===== src/hdl/sahc_regs.svh =====
/*
 * register offsets, field positions, reset values and timing counts
 * for the serial storage host front end; included by the package.
 */
`ifndef SAHC_REGS_SVH
`define SAHC_REGS_SVH
`define SAHC_OFF_CAP 8'h00
`define SAHC_OFF_CTRL 8'h04
`define SAHC_OFF_LINK 8'h08
`define SAHC_OFF_STAT 8'h0C
`define SAHC_OFF_MASK 8'h10
`define SAHC_OFF_LOOP 8'h14
`define SAHC_OFF_ISSUE 8'h18
`define SAHC_OFF_HDR 8'h1C
`define SAHC_OFF_DESC 8'h20
`define SAHC_OFF_VER 8'h24
`define SAHC_CAP_PMULT 0
`define SAHC_CAP_FBS 1
`define SAHC_CAP_CPD 2
`define SAHC_CAP_RATE_LSB 4
`define SAHC_CAP_MPS 8
`define SAHC_CAP_LEGACY 9
`define SAHC_CTRL_RAID 0
`define SAHC_CTRL_START 1
`define SAHC_CTRL_CLO 2
`define SAHC_CTRL_LOOP 3
`define SAHC_CTRL_HP_EN 4
`define SAHC_CTRL_PMULT_EN 5
`define SAHC_CTRL_RATE_LSB 8
`define SAHC_LINK_BUSY 0
`define SAHC_LINK_PRES 1
`define SAHC_LINK_PM_LSB 2
`define SAHC_LINK_RATE_LSB 4
`define SAHC_LINK_WAKE 6
`define SAHC_EV_REMOVE 0
`define SAHC_EV_INSERT 1
`define SAHC_EV_PMREQ 2
`define SAHC_EV_LOOP_DONE 3
`define SAHC_EV_LOOP_ERR 4
`define SAHC_EV_WIDTH 5
`define SAHC_HDR_CFL_LSB 0
`define SAHC_HDR_PREF 7
`define SAHC_HDR_PRDTL_LSB 16
`define SAHC_LOOP_BYTES 16'h0100
`define SAHC_CAP_RATES 2'h3
`define SAHC_RATE_RST 2'h3
`define SAHC_VER_VALUE 32'h0001_0301
`define SAHC_WAKE_NS 106
`define SAHC_LOOP_WORDS 64
`define SAHC_DEBOUNCE 4
`endif


===== src/hdl/sahc_pkg.sv =====
/*
 * types shared by the host front end.
 * assumes sahc_regs.svh is on the include path.
 */
`default_nettype none
package sahc_pkg;
`include "sahc_regs.svh"
  typedef enum logic [1:0] {sahc_pm_active, sahc_pm_partial, sahc_pm_slumber} sahc_pm_t;
  typedef enum logic [1:0] {sahc_lp_idle, sahc_lp_fetch, sahc_lp_move, sahc_lp_end} sahc_lp_t;
  localparam int SAHC_CLK_MHZ = 250;
  localparam int SAHC_WAKE_CYC = (`SAHC_WAKE_NS * SAHC_CLK_MHZ + 999) / 1000;
endpackage
`default_nettype wire


===== src/hdl/sahc_core.sv =====
/*
 * serial storage host front end: register file on avalon-mm,
 * hot-plug events, link power handling, loopback session engine.
 * assumes a phy outside that signals presence, power requests and wake.
 */
// Implementation choices: the register offsets and the Avalon-MM register port.
`default_nettype none
`include "sahc_regs.svh"
// Contract
// runs in ahci or raid mode only
// no legacy ide or combined mode
// link behaviour per serial ata 3.2
// full ahci 1.3 and 1.3.1 behaviour
// optional command-based port multiplier capability
// firmware clears multiplier capability if unsupported
// loopback needs busy cleared by override first
// loopback session issues one slot only
// loopback slot uses one region descriptor
// loopback descriptor exactly 256 bytes
// frame length programmed zero, hardware ignores it
// prefetchable flag set, no drive frame awaited
// start cleared and reset between sessions
// rates 6, 3 and 1.5 gb/s
// hot-plug removal and insertion reported
// switch ports allow partial, slumber with hot-plug
// no fis switching, no cold presence detect
// acknowledge drive power requests, never initiate
// send wake before using low-power link
module sahc_core
  import sahc_pkg::*;
#(
  parameter bit PMULT_SUPPORTED = 1'b1,
  parameter bit HAS_MPS = 1'b1
) (
  input wire logic clk,
  input wire logic rst_b,
  input wire logic [7:0] avs_address,
  input wire logic avs_read,
  input wire logic avs_write,
  input wire logic [31:0] avs_writedata,
  input wire logic [3:0] avs_byteenable,
  output logic [31:0] avs_readdata,
  output logic avs_waitrequest,
  output logic [1:0] avs_response,
  output logic irq,
  input wire logic phy_present,
  input wire logic phy_pm_partial_req,
  input wire logic phy_pm_slumber_req,
  input wire logic phy_wake_in,
  input wire logic phy_d2h_reg_fis,
  output logic phy_pm_ack,
  output logic phy_wake_out,
  output logic [1:0] phy_rate_sel,
  output logic dma_req,
  output logic loop_active
);
  typedef struct packed {
    logic [2:0] pres_s;
    logic [2:0] part_s;
    logic [2:0] slum_s;
    logic [2:0] wake_s;
    logic [2:0] fis_s;
    logic [31:0] rdata;
    logic wait_n;
    logic [1:0] resp;
    logic raid;
    logic start;
    logic loop_en;
    logic hp_en;
    logic pmult_en;
    logic [1:0] rate;
    logic busy;
    logic present;
    sahc_pm_t pm;
    logic [`SAHC_EV_WIDTH-1:0] stat;
    logic [`SAHC_EV_WIDTH-1:0] mask;
    logic [31:0] issue;
    logic [31:0] hdr;
    logic [15:0] desc_bytes;
    logic used;
    sahc_lp_t lp;
    logic [7:0] cnt;
    logic [7:0] wake_cnt;
    logic pm_ack;
    logic wake_out;
    logic irq;
    logic dma;
    logic loop_on;
    logic wreq;
  } sahc_state_t;

  sahc_state_t r;
  sahc_state_t next_r;
  logic acc;
  logic wr_ok;
  logic [`SAHC_EV_WIDTH-1:0] ev;
  logic [31:0] cap;
  logic [31:0] ctrl_rd;
  logic [31:0] link_rd;
  logic [31:0] wmask;

  for (genvar b = 0; b < 4; b++) begin : g_be
    assign wmask[b*8 +: 8] = {8{avs_byteenable[b]}};
  end

  always_comb begin
    cap = 32'h0;
    // multiplier capability, firmware may drop it
    // strap cleared when unsupported
    cap[`SAHC_CAP_PMULT] = PMULT_SUPPORTED;
    // unsupported features report zero
    cap[`SAHC_CAP_FBS] = 1'b0;
    cap[`SAHC_CAP_CPD] = 1'b0;
    // all three rates
    cap[`SAHC_CAP_RATE_LSB +: 2] = `SAHC_CAP_RATES;
    cap[`SAHC_CAP_MPS] = HAS_MPS;
    // no legacy mode advertised
    cap[`SAHC_CAP_LEGACY] = 1'b0;
    ctrl_rd = 32'h0;
    ctrl_rd[`SAHC_CTRL_RAID] = r.raid;
    ctrl_rd[`SAHC_CTRL_START] = r.start;
    ctrl_rd[`SAHC_CTRL_LOOP] = r.loop_en;
    ctrl_rd[`SAHC_CTRL_HP_EN] = r.hp_en;
    ctrl_rd[`SAHC_CTRL_PMULT_EN] = r.pmult_en;
    ctrl_rd[`SAHC_CTRL_RATE_LSB +: 2] = r.rate;
    link_rd = 32'h0;
    link_rd[`SAHC_LINK_BUSY] = r.busy;
    link_rd[`SAHC_LINK_PRES] = r.present;
    link_rd[`SAHC_LINK_PM_LSB +: 2] = r.pm;
    link_rd[`SAHC_LINK_RATE_LSB +: 2] = r.rate;
    link_rd[`SAHC_LINK_WAKE] = r.wake_out;
  end

  always_comb begin
    next_r = r;
    ev = '0;
    acc = (avs_read | avs_write) & ~r.wait_n;
    wr_ok = acc & avs_write;
    next_r.pres_s = {r.pres_s[1:0], phy_present};
    next_r.part_s = {r.part_s[1:0], phy_pm_partial_req};
    next_r.slum_s = {r.slum_s[1:0], phy_pm_slumber_req};
    next_r.wake_s = {r.wake_s[1:0], phy_wake_in};
    next_r.fis_s = {r.fis_s[1:0], phy_d2h_reg_fis};
    next_r.wait_n = acc;
    next_r.wreq = ~acc;
    next_r.resp = 2'h0;
    next_r.pm_ack = 1'b0;
    next_r.dma = 1'b0;
    // presence edges raise events
    if (r.pres_s[1] != r.pres_s[2]) begin
      next_r.present = r.pres_s[1];
      // events only while hot-plug is enabled
      if (r.hp_en) begin
        ev[r.pres_s[1] ? `SAHC_EV_INSERT : `SAHC_EV_REMOVE] = 1'b1;
      end
    end
    // drive register frame clears busy
    if (r.fis_s[1] && !r.fis_s[2]) begin
      next_r.busy = 1'b0;
    end
    // ack drive power requests only
    // allowed alongside hot-plug on switch ports
    if (r.pm == sahc_pm_active && r.lp == sahc_lp_idle &&
        (r.part_s[1] || r.slum_s[1]) && (HAS_MPS || !r.hp_en)) begin
      next_r.pm = r.slum_s[1] ? sahc_pm_slumber : sahc_pm_partial;
      next_r.pm_ack = 1'b1;
      ev[`SAHC_EV_PMREQ] = 1'b1;
    end
    if (r.pm != sahc_pm_active && r.wake_s[1]) begin
      next_r.pm = sahc_pm_active;
    end
    if (r.wake_cnt != 8'h00) begin
      next_r.wake_cnt = r.wake_cnt - 8'h01;
      if (r.wake_cnt == 8'h01) begin
        next_r.wake_out = 1'b0;
        next_r.pm = sahc_pm_active;
      end
    end
    // loopback engine, busy must be overridden first
    case (r.lp)
      sahc_lp_idle: begin
        if (r.start && r.loop_en && !r.used && !r.busy && r.issue != 32'h0) begin
          // wake the link before use
          if (r.pm != sahc_pm_active) begin
            if (r.wake_cnt == 8'h00 && !r.wake_out) begin
              next_r.wake_out = 1'b1;
              next_r.wake_cnt = 8'(SAHC_WAKE_CYC);
            end
          end else begin
            next_r.lp = sahc_lp_fetch;
            next_r.used = 1'b1;
          end
        end
      end
      sahc_lp_fetch: begin
        // single slot bit
        // one descriptor entry
        // 256-byte descriptor
        // prefetch flag, no frame wait
        // frame length ignored
        if (($countones(r.issue) != 1) ||
            (r.hdr[`SAHC_HDR_PRDTL_LSB +: 16] != 16'h0001) ||
            (r.desc_bytes != `SAHC_LOOP_BYTES) || !r.hdr[`SAHC_HDR_PREF]) begin
          ev[`SAHC_EV_LOOP_ERR] = 1'b1;
          next_r.lp = sahc_lp_end;
        end else begin
          next_r.cnt = 8'h00;
          next_r.lp = sahc_lp_move;
        end
      end
      sahc_lp_move: begin
        next_r.dma = 1'b1;
        next_r.cnt = r.cnt + 8'h01;
        if (r.cnt == 8'(`SAHC_LOOP_WORDS - 1)) begin
          ev[`SAHC_EV_LOOP_DONE] = 1'b1;
          next_r.lp = sahc_lp_end;
        end
      end
      sahc_lp_end: begin
        next_r.issue = 32'h0;
        next_r.lp = sahc_lp_idle;
      end
      default: next_r.lp = sahc_lp_idle;
    endcase
    if (acc && avs_read) begin
      case (avs_address)
        `SAHC_OFF_CAP: next_r.rdata = cap;
        `SAHC_OFF_CTRL: next_r.rdata = ctrl_rd;
        `SAHC_OFF_LINK: next_r.rdata = link_rd;
        `SAHC_OFF_STAT: next_r.rdata = 32'(r.stat);
        `SAHC_OFF_MASK: next_r.rdata = 32'(r.mask);
        `SAHC_OFF_LOOP: next_r.rdata = {30'h0, r.lp};
        `SAHC_OFF_ISSUE: next_r.rdata = r.issue;
        `SAHC_OFF_HDR: next_r.rdata = r.hdr;
        `SAHC_OFF_DESC: next_r.rdata = {16'h0, r.desc_bytes};
        // interface version
        `SAHC_OFF_VER: next_r.rdata = `SAHC_VER_VALUE;
        default: begin
          next_r.rdata = 32'h0;
          next_r.resp = 2'h2;
        end
      endcase
    end
    if (wr_ok) begin
      case (avs_address)
        `SAHC_OFF_CTRL: begin
          if (avs_byteenable[0]) begin
            // raid or ahci select
            next_r.raid = avs_writedata[`SAHC_CTRL_RAID];
            // clearing start rearms the session
            if (!avs_writedata[`SAHC_CTRL_START]) begin
              next_r.used = 1'b0;
            end
            next_r.start = avs_writedata[`SAHC_CTRL_START];
            // override clears busy
            if (avs_writedata[`SAHC_CTRL_CLO]) begin
              next_r.busy = 1'b0;
            end
            next_r.loop_en = avs_writedata[`SAHC_CTRL_LOOP];
            next_r.hp_en = avs_writedata[`SAHC_CTRL_HP_EN];
            next_r.pmult_en = avs_writedata[`SAHC_CTRL_PMULT_EN] & PMULT_SUPPORTED;
          end
          if (avs_byteenable[1]) begin
            next_r.rate = avs_writedata[`SAHC_CTRL_RATE_LSB +: 2];
          end
        end
        `SAHC_OFF_STAT: next_r.stat = r.stat & ~avs_writedata[`SAHC_EV_WIDTH-1:0];
        `SAHC_OFF_MASK: next_r.mask = avs_writedata[`SAHC_EV_WIDTH-1:0];
        `SAHC_OFF_ISSUE: next_r.issue = (r.issue & ~wmask) | (avs_writedata & wmask);
        `SAHC_OFF_HDR: next_r.hdr = (r.hdr & ~wmask) | (avs_writedata & wmask);
        `SAHC_OFF_DESC: next_r.desc_bytes = avs_writedata[15:0];
        `SAHC_OFF_CAP, `SAHC_OFF_LINK, `SAHC_OFF_LOOP, `SAHC_OFF_VER: ;
        default: next_r.resp = 2'h2;
      endcase
    end
    // set wins over write-one clear
    next_r.stat = next_r.stat | ev;
    next_r.irq = |(next_r.stat & next_r.mask);
    // flop copy so the session flag leaves a register
    next_r.loop_on = (next_r.lp != sahc_lp_idle);
  end

  always_ff @(posedge clk or negedge rst_b) begin
    if (!rst_b) begin
      r <= '0;
      r.busy <= 1'b1;
      r.wreq <= 1'b1;
      r.rate <= `SAHC_RATE_RST;
    end else begin
      r <= next_r;
    end
  end

  assign avs_readdata = r.rdata;
  assign avs_waitrequest = r.wreq;
  assign avs_response = r.resp;
  assign irq = r.irq;
  assign phy_pm_ack = r.pm_ack;
  assign phy_wake_out = r.wake_out;
  assign phy_rate_sel = r.rate;
  assign dma_req = r.dma;
  assign loop_active = r.loop_on;
endmodule // sahc_core
`default_nettype wire


===== config.mk =====
export PLATFORM = sky130hd
export DESIGN_NAME = sahc_core
export DESIGN_NICKNAME = d
export VERILOG_FILES = /design/src/hdl/sahc_pkg.sv /design/src/hdl/sahc_core.sv
export VERILOG_INCLUDE_DIRS = /design/src /design/src/hdl
export SDC_FILE = /design/constraint.sdc
export NUM_CORES = 1
export LEC_CHECK = 0
export ABC_CLOCK_PERIOD_IN_PS = 8100
export BUFFER_PORTS_ARGS = -buffer_cell sky130_fd_sc_hd__buf_2
export CAP_MARGIN = 5
export CORE_MARGIN = 2
export CORE_UTILIZATION = 42
export DETAILED_ROUTE_END_ITERATION = 8
export PLACE_DENSITY_LB_ADDON = 0.2
export SYNTH_ARGS = -nofsm -noshare
export SYNTH_HDL_FRONTEND = slang
export SYNTH_SLANG_ARGS = --single-unit
export TNS_END_PERCENT = 1

===== constraint.sdc =====
create_clock -name clk -period 8.1 [get_ports clk]
set_input_delay 0.81 -clock clk [delete_from_list [all_inputs] [get_ports clk]]
set_output_delay 0.81 -clock clk [all_outputs]
set_load 0.02 [all_outputs]

==> implementation parameters, run 1 <==
Parameter                              Value

Synthesis
  Number of warning messages in the yosys log    0
  Post-synth top cells    168 x sky130_fd_sc_hd__dfrtp_1, 67 x sky130_fd_sc_hd__nand2_1, 59 x sky130_fd_sc_hd__inv_1
  Cell taking the most area after synthesis    sky130_fd_sc_hd__dfrtp_1
  Leading cell type by number of instances after synthesis    sky130_fd_sc_hd__dfrtp_1
  Top cell type's share of synthesized area    0.488
  Count of state elements after synthesis    172
  Async set-reset flop share out of synthesis    1.00
  Netlist area before placement    8620 sq um
  Count of flip-flops with a built-in enable after synthesis    0
  Mean instance size in the synthesized netlist    11.2 sq um
  Number of distinct library cells after synthesis    67
  Total nets after synthesis    862
  Most area-consuming cells after synthesis    sky130_fd_sc_hd__dfrtp_1 49%, sky130_fd_sc_hd__mux2_2 6.8%, sky130_fd_sc_hd__fa_1 5.6%
  Share of synthesized area occupied by flip-flops and latches    0.500
  Prevailing post-synth register cell    sky130_fd_sc_hd__dfrtp_1
  Number of cells produced by synthesis    769

Min path
  Worst Hold End    next_r[163]
  Hold Path Depth    0
  Min-Delay Startpoint    next_r[162]
  Class of the most critical hold timing path    reg2reg

Die
  Initial standard-cell utilization of the core    0.427
  Die Footprint    21,700 sq um
  Die Span Y    147 um
  Horizontal die dimension    147 um
  Total I/O pin count    95
  Core area    20,200 sq um
  Total number of placement rows    52

Timing
  Hold violation count in the final report    0
  Worst slew margin relative to its limit    0.272
  Fin Hold WS    0.350 ns
  Unrepaired setup endpoints after global routing    false
  Transition time of the tightest slew-check pin    1.08 ns
  Worst clock skew on the final layout    0.0115 ns
  Final Cycle Share    0.772
  Max-slew violation count    0
  Setup TNS    0 ns
  Max Freq    160 MHz
  Final setup viols    0
  Min Clock Period, post-route    6.25 ns

Drt
  ANT nets after route    0
  Number of DRC markers in iteration 0    485
  Router iterations before antenna repair    5
  Vias per cell    5.68
  Number of vias in the routed layout    6,293
  Routed length per placed instance    19.8 um
  Wirelength, routed    22.0 mm
  DRC    0

Pwr
  Internal power    1.57 mW
  Part of the total power dissipated in the clock network    0.404
  Switching portion of total power    0.285
  Worst VDD drop    0.000154 V
  Proportion of power drawn by combinational gates    0.151
  Register share of total power    0.445
  Switching power of the nets    0.627 mW
  Power per Cell Area    226 nW/um^2
  Leak pwr    4.62 nW

Final layout
  Number of standard cells in the layout, taps in and fillers out    1,108
  # fillers    1,869
  Sequential standard cell area    4310 sq um
  Number of diodes    0
  # nets final    918
  Multi-input gate area in the final layout    3720 sq um
  Fraction of layout instances using a drive strength above 1    0.240
  Growth of design area from synthesis to finish    13.0%

Worst setup path
  CP top delay family    adder cells
  List of cells traversed by the critical path    fa_1, inv_1, fa_1, inv_1, fa_1, fa_1, fa_1, inv_1, fa_1, inv_1, ha_1, fa_1, nor4b_1, nand4_1, or4_1, o21a_1, a221o_1
  Startpoint Class    flop
  Crit path DAT    6.57 ns
  Type of the worst setup path    reg2reg
  Crit-path max FO    6
  Buffer and inverter count on the worst path    4
  Crit path required time    8.42 ns
  Worst flop-to-flop path endpoint    r[19]
  Reg2reg setup slack    1.85 ns
  CP dominant cell by count    sky130_fd_sc_hd__fa_1
  Slowest CP cell    sky130_fd_sc_hd__or4_1
  Stage delay of the slowest cell on the critical path    0.64 ns
  Reg2reg path depth    17
  Type of element capturing the critical path    flop

Clocking
  TritonCTS Buffers    17
  Number of buffers inserted for hold repair after clock tree synthesis    0
  Post-CTS Repair Setup Buffers    0
  Post-CTS Resized    0
  Cell chosen for the clock root    sky130_fd_sc_hd__clkbuf_16
  Clock sinks    172
  Insertion delay to the later sink of the worst-skew pair    0.44 ns
  H-tree level count    4
  Clock slew at the register clock pins of the worst setup and hold paths    0.07 ns
  Buffer depth of the longest clock path    2
  CTS tree    done

Global route
  Wire length of the first global-routing pass    35.1 mm
  GRT overflow    0
  Number of global-route vias before repair    6,368
  Initial antenna violation count    0
  Overall track demand over capacity in global routing    0.210
  Maximum number of pins on one net before global-route repair    111

Placement
  Total placed cells including tap cells    1,076
  Count of input and output buffers    93
  Placed wire-length estimate    16.3 mm
  Weighted congestion at the end of routability-driven global placement    0.903

Outcome
  Outcome    finished clean

Run
  Max-cap violation count    0
placed cells by master (no fill, tap or decap), types with 6 or more instances in the layout:
cell type,count
sky130_fd_sc_hd__nand4_1,6
sky130_fd_sc_hd__inv_1,59
sky130_fd_sc_hd__o21ai_0,49
sky130_fd_sc_hd__mux2_2,52
sky130_fd_sc_hd__nand2_1,67
sky130_fd_sc_hd__o211ai_1,6
sky130_fd_sc_hd__buf_2,92
sky130_fd_sc_hd__a22o_1,44
sky130_fd_sc_hd__fa_1,24
sky130_fd_sc_hd__dfrtp_1,168
sky130_fd_sc_hd__nor4b_1,7
sky130_fd_sc_hd__nor4_1,16
sky130_fd_sc_hd__and3_1,8
sky130_fd_sc_hd__nor2_1,20
sky130_fd_sc_hd__nor3_1,10
sky130_fd_sc_hd__ha_1,16
sky130_fd_sc_hd__a22oi_1,21
sky130_fd_sc_hd__a21oi_1,21
sky130_fd_sc_hd__nand3_1,17
sky130_fd_sc_hd__buf_4,6
sky130_fd_sc_hd__clkbuf_16,17
layer usage:
metal | up-vias | share of wire | track usage | routed length (um)
met5 | - | 0 | 0 | 0
met4 | 0 | 0.023 | 0.0673 | 502
met3 | 39 | 0.048 | 0.0425 | 1060
met2 | 186 | 0.49 | 0.345 | 10800
met1 | 3212 | 0.44 | 0.281 | 9620
li1 | 2856 | - | - | -
worst reg2reg max path, delay by kind of cell, from the launching register on:
family,cells,cell delay (ns)
DFF,1,0.45
adders and majority gates,8,3.65
and+or+nand+nor,3,1.16
AOI/OAI and AO/OA,2,0.66
buffers and inverters,4,0.21
worst max path at each step:
stage / end / slack [ns] / cells past startpoint / from
after global routing: loop_active / 1.65 / 17 / flop
after floorplan: r[16] / 2.32 / 17 / flop
final: r[19] / 1.85 / 17 / flop
after detailed placement: r[16] / 1.90 / 17 / flop
after global placement: r[19] / 2.04 / 17 / flop
after CTS: r[19] / 1.86 / 17 / flop
area by class of cell:
class / count / share of cell area
flip-flops and latches: 172 / 0.442
multi-input cells: 476 / 0.381
repair buffers: 99 / 0.0530
clock buffers: 18 / 0.0451
well taps: 270 / 0.0347
inverters: 59 / 0.0227
clock inverters: 14 / 0.0209
power groups by stage:
stage	sequential, mW	clock, mW	combinational (mW)
2_1_floorplan	0.985	0	0.214
3_3_place_gp	0.990	0	0.318
3_5_place_dp	0.993	0	0.336
4_1_cts	0.979	0.907	0.336
5_1_grt	0.989	0.941	0.378
6_report	0.979	0.888	0.332
per-stage QoR:
step	power, mW	worst slack [ns]	utilization	instance area (sq um)
CTS	2.22	1.86	0.483	9750
floorplan	1.20	2.32	-	8620
detailed placement	1.33	1.90	0.451	9100
finish	2.20	1.85	0.483	9750
global placement	1.31	2.04	0.451	9100
global route	2.31	1.65	0.483	9750
kinds of logic after synthesis:
kind of cell	after synthesis	synth area share
and+or+nand+nor	195	0.124
AOI/OAI and AO/OA	180	0.149
DFF	172	0.500
buffers and inverters	121	0.0697
muxes	57	0.0752
adders and majority gates	40	0.0790
xor gates and xnor gates	3	0.00305
other	1	0.000435
Note: power is estimated with default switching activity, not from simulation.
==> run 2, diff against run 1 <==
--- a/config.mk
+++ b/config.mk
@@ -6,7 +6,7 @@
 export SDC_FILE = /design/constraint.sdc
 export NUM_CORES = 1
 export LEC_CHECK = 0
-export ABC_CLOCK_PERIOD_IN_PS = 8100
+export ABC_CLOCK_PERIOD_IN_PS = 6000
 export BUFFER_PORTS_ARGS = -buffer_cell sky130_fd_sc_hd__buf_2
 export CAP_MARGIN = 5
 export CORE_MARGIN = 2
==> constraint.sdc (replaced) <==
create_clock -name clk -period 6 [get_ports clk]
set_input_delay 0.6 -clock clk [delete_from_list [all_inputs] [get_ports clk]]
set_output_delay 0.6 -clock clk [all_outputs]
set_load 0.02 [all_outputs]
==> implementation parameters, run 2 (synthesized netlist as in run 1, its figures left out) <==
Parameter                              Value

Drt
  ANT nets after route    0 (unchanged)
  Router iterations before antenna repair    5 (unchanged)
  Routed length per placed instance    20.1 um (was 19.8 um)
  DRC    0 (unchanged)
  Number of vias in the routed layout    6,330 (was 6,293)
  Wirelength, routed    22.5 mm (was 22.0 mm)
  Number of DRC markers in iteration 0    632 (was 485)
  Vias per cell    5.64 (was 5.68)

Global route
  GRT overflow    0 (unchanged)
  Maximum number of pins on one net before global-route repair    106 (was 111)
  Initial antenna violation count    0 (unchanged)
  Number of global-route vias before repair    6,615 (was 6,368)
  Wire length of the first global-routing pass    36.6 mm (was 35.1 mm)
  Overall track demand over capacity in global routing    0.218 (was 0.210)

Clocking
  Number of buffers inserted for hold repair after clock tree synthesis    0 (unchanged)
  TritonCTS Buffers    17 (unchanged)
  CTS tree    done (unchanged)
  Cell chosen for the clock root    sky130_fd_sc_hd__clkbuf_16 (unchanged)
  Buffer depth of the longest clock path    2 (unchanged)
  Insertion delay to the later sink of the worst-skew pair    0.43 ns (was 0.44 ns)
  Clock sinks    172 (unchanged)
  H-tree level count    4 (unchanged)
  Clock slew at the register clock pins of the worst setup and hold paths    0.07 ns (about the same)

Die
  Horizontal die dimension    147 um (unchanged)
  Die Footprint    21,700 sq um (unchanged)
  Core area    20,200 sq um (unchanged)
  Total I/O pin count    95 (unchanged)
  Initial standard-cell utilization of the core    0.427 (unchanged)
  Die Span Y    147 um (unchanged)
  Total number of placement rows    52 (unchanged)

Final layout
  Fraction of layout instances using a drive strength above 1    0.258 (was 0.240)
  Share of the core filled with cells    0.490 (was 0.483)
  Number of diodes    0 (unchanged)
  Growth of design area from synthesis to finish    14.6% (was 13.0%)
  Leading cell type in the layout, fill and taps excluded    sky130_fd_sc_hd__dfrtp_1 (unchanged)
  # nets final    932 (was 918)
  Number of standard cells in the layout, taps in and fillers out    1,122 (was 1,108)
  Commonest cells after routing, fill and taps aside    168 x sky130_fd_sc_hd__dfrtp_1, 92 x sky130_fd_sc_hd__buf_2, 67 x sky130_fd_sc_hd__nand2_1 (unchanged)
  # fillers    1,851 (was 1,869)

Timing
  Setup TNS    0 ns (unchanged)
  Final Cycle Share    0.983 (was 0.772)
  Max Freq    170 MHz (was 160 MHz)
  Transition time of the tightest slew-check pin    1.05 ns (was 1.08 ns)
  Hold violation count in the final report    0 (unchanged)
  Worst setup slack after layout    0.103 ns (was 1.85 ns)
  Worst clock skew on the final layout    0.0133 ns (was 0.0115 ns)
  Unrepaired setup endpoints after global routing    true (was false)
  Fin Hold WS    0.276 ns (was 0.350 ns)
  Final setup viols    0 (unchanged)
  Min Clock Period, post-route    5.90 ns (was 6.25 ns)
  Worst slew margin relative to its limit    0.299 (was 0.272)
  Max-slew violation count    0 (unchanged)

Outcome
  Outcome    finished clean (unchanged)

Placement
  Placed wire-length estimate    16.5 mm (was 16.3 mm)
  Count of input and output buffers    93 (unchanged)
  Total placed cells including tap cells    1,088 (was 1,076)
  Setup WS pre-CTS    -0.0160 ns (was 1.90 ns)
  Weighted congestion at the end of routability-driven global placement    0.914 (was 0.903)

Worst setup path
  CP top delay family    adder cells (unchanged)
  CP dominant cell by count    sky130_fd_sc_hd__fa_1 (unchanged)
  Crit path DAT    6.21 ns (was 6.57 ns)
  Crit-path max FO    6 (unchanged)
  Crit path required time    6.31 ns (was 8.42 ns)
  List of cells traversed by the critical path    inv_1, fa_1, inv_1, fa_1, fa_1, fa_1, fa_1, inv_1, fa_1, inv_1, ha_2, fa_1, nor4b_2, nand4_1, or4_4, o21a_4, a221o_1 (was fa_1, inv_1, fa_1, inv_1, fa_1, fa_1, fa_1, inv_1, fa_1, inv_1, ha_1, fa_1, nor4b_1, nand4_1, or4_1, o21a_1, a221o_1)
  Stage delay of the slowest cell on the critical path    0.57 ns (was 0.64 ns)
  Type of the worst setup path    reg2reg (unchanged)
  Type of element capturing the critical path    flop (unchanged)
  Startpoint Class    flop (unchanged)
  Buffer and inverter count on the worst path    4 (unchanged)
  Slowest CP cell    sky130_fd_sc_hd__or4_4 (was sky130_fd_sc_hd__or4_1)

Min path
  Class of the most critical hold timing path    in2async (was reg2reg)

Pwr
  Worst VDD drop    0.000188 V (was 0.000154 V)
  Power per Cell Area    303 nW/um^2 (was 226 nW/um^2)
  Leak pwr    4.70 nW (was 4.62 nW)

Run
  Max-cap violation count    0 (unchanged)
-- run 2: cell types whose count changed in the layout (fill, tap and decap cells not counted), sizes merged --
cell and change:
buf +14, clkbuf -1, clkinv -1, clkinvlp -1
inv +3
-- run 2: worst register-to-register path: stages (launching register included) --
cell and delay, ns:
sky130_fd_sc_hd__dfrtp_1 0.39, sky130_fd_sc_hd__inv_1 0.07, sky130_fd_sc_hd__fa_1 0.50, sky130_fd_sc_hd__inv_1 0.05, sky130_fd_sc_hd__fa_1 0.53, sky130_fd_sc_hd__fa_1 0.44, sky130_fd_sc_hd__fa_1 0.49, sky130_fd_sc_hd__fa_1 0.51
sky130_fd_sc_hd__inv_1 0.06, sky130_fd_sc_hd__fa_1 0.47, sky130_fd_sc_hd__inv_1 0.05, sky130_fd_sc_hd__ha_2 0.18, sky130_fd_sc_hd__fa_1 0.44, sky130_fd_sc_hd__nor4b_2 0.26, sky130_fd_sc_hd__nand4_1 0.16, sky130_fd_sc_hd__or4_4 0.57
sky130_fd_sc_hd__o21a_4 0.26, sky130_fd_sc_hd__a221o_1 0.35
-- run 2: path summary, 6_finish.rpt --
kind	endpoint	cells after the start	slack, ns
max	r[19]	17	0.10
min	avs_readdata[10]	1	0.28
max reg2reg	r[19]	17	0.10
min reg2reg	next_r[163]	0	0.35
max in group asynchronous	r[8]	2	4.26
min in group clk	next_r[174]	1	0.28
-- run 2: metal layers --
metal	GRT usage	share of wire	up-vias
met4	0.0774	0.026	0
met5	0	0	-
met3	0.0422	0.058	38
li1	-	-	2878
met2	0.353	0.48	220
met1	0.295	0.43	3194
-- run 2: timing repair --
| item | in CTS | in global routing |
|---|---|---|
| setup buffers | 0 | 2 |
| setup endpoints to repair | 4 | 11 |
| pin swaps | 1 | 9 |
| gates resized for setup | 2 | 5 |
-- run 2: area by class of cell --
type / count / area [sq um] / share of cell area
sequential: 172 / 4310 / 0.436
inverter: 59 / 221 / 0.0224
tap: 270 / 338 / 0.0342
multi-input combinational: 476 / 3740 / 0.378
clock buffer: 17 / 425 / 0.0431
timing repair buffer: 113 / 622 / 0.0630
clock inverter: 15 / 225 / 0.0228
-- run 2: report_power, final --
group | leakage [nW] | internal, mW | total [mW] | switching (mW)
clock | 0.315 | 0.714 | 1.22 | 0.502
sequential | 2.30 | 1.24 | 1.32 | 0.0804
combinational | 2.08 | 0.174 | 0.461 | 0.287
total | 4.70 | 2.13 | 3.00 | 0.869
-- run 2: through the flow --
| stage | instance area, sq um | total power [mW] |
|---|---|---|
| after global routing | 9880 | 3.14 |
| final | 9880 | 3.00 |
| after floorplan | 8620 | 1.62 |
| after CTS | 9850 | 3.01 |
| after global placement | 9190 | 1.77 |
| after detailed placement | 9190 | 1.80 |
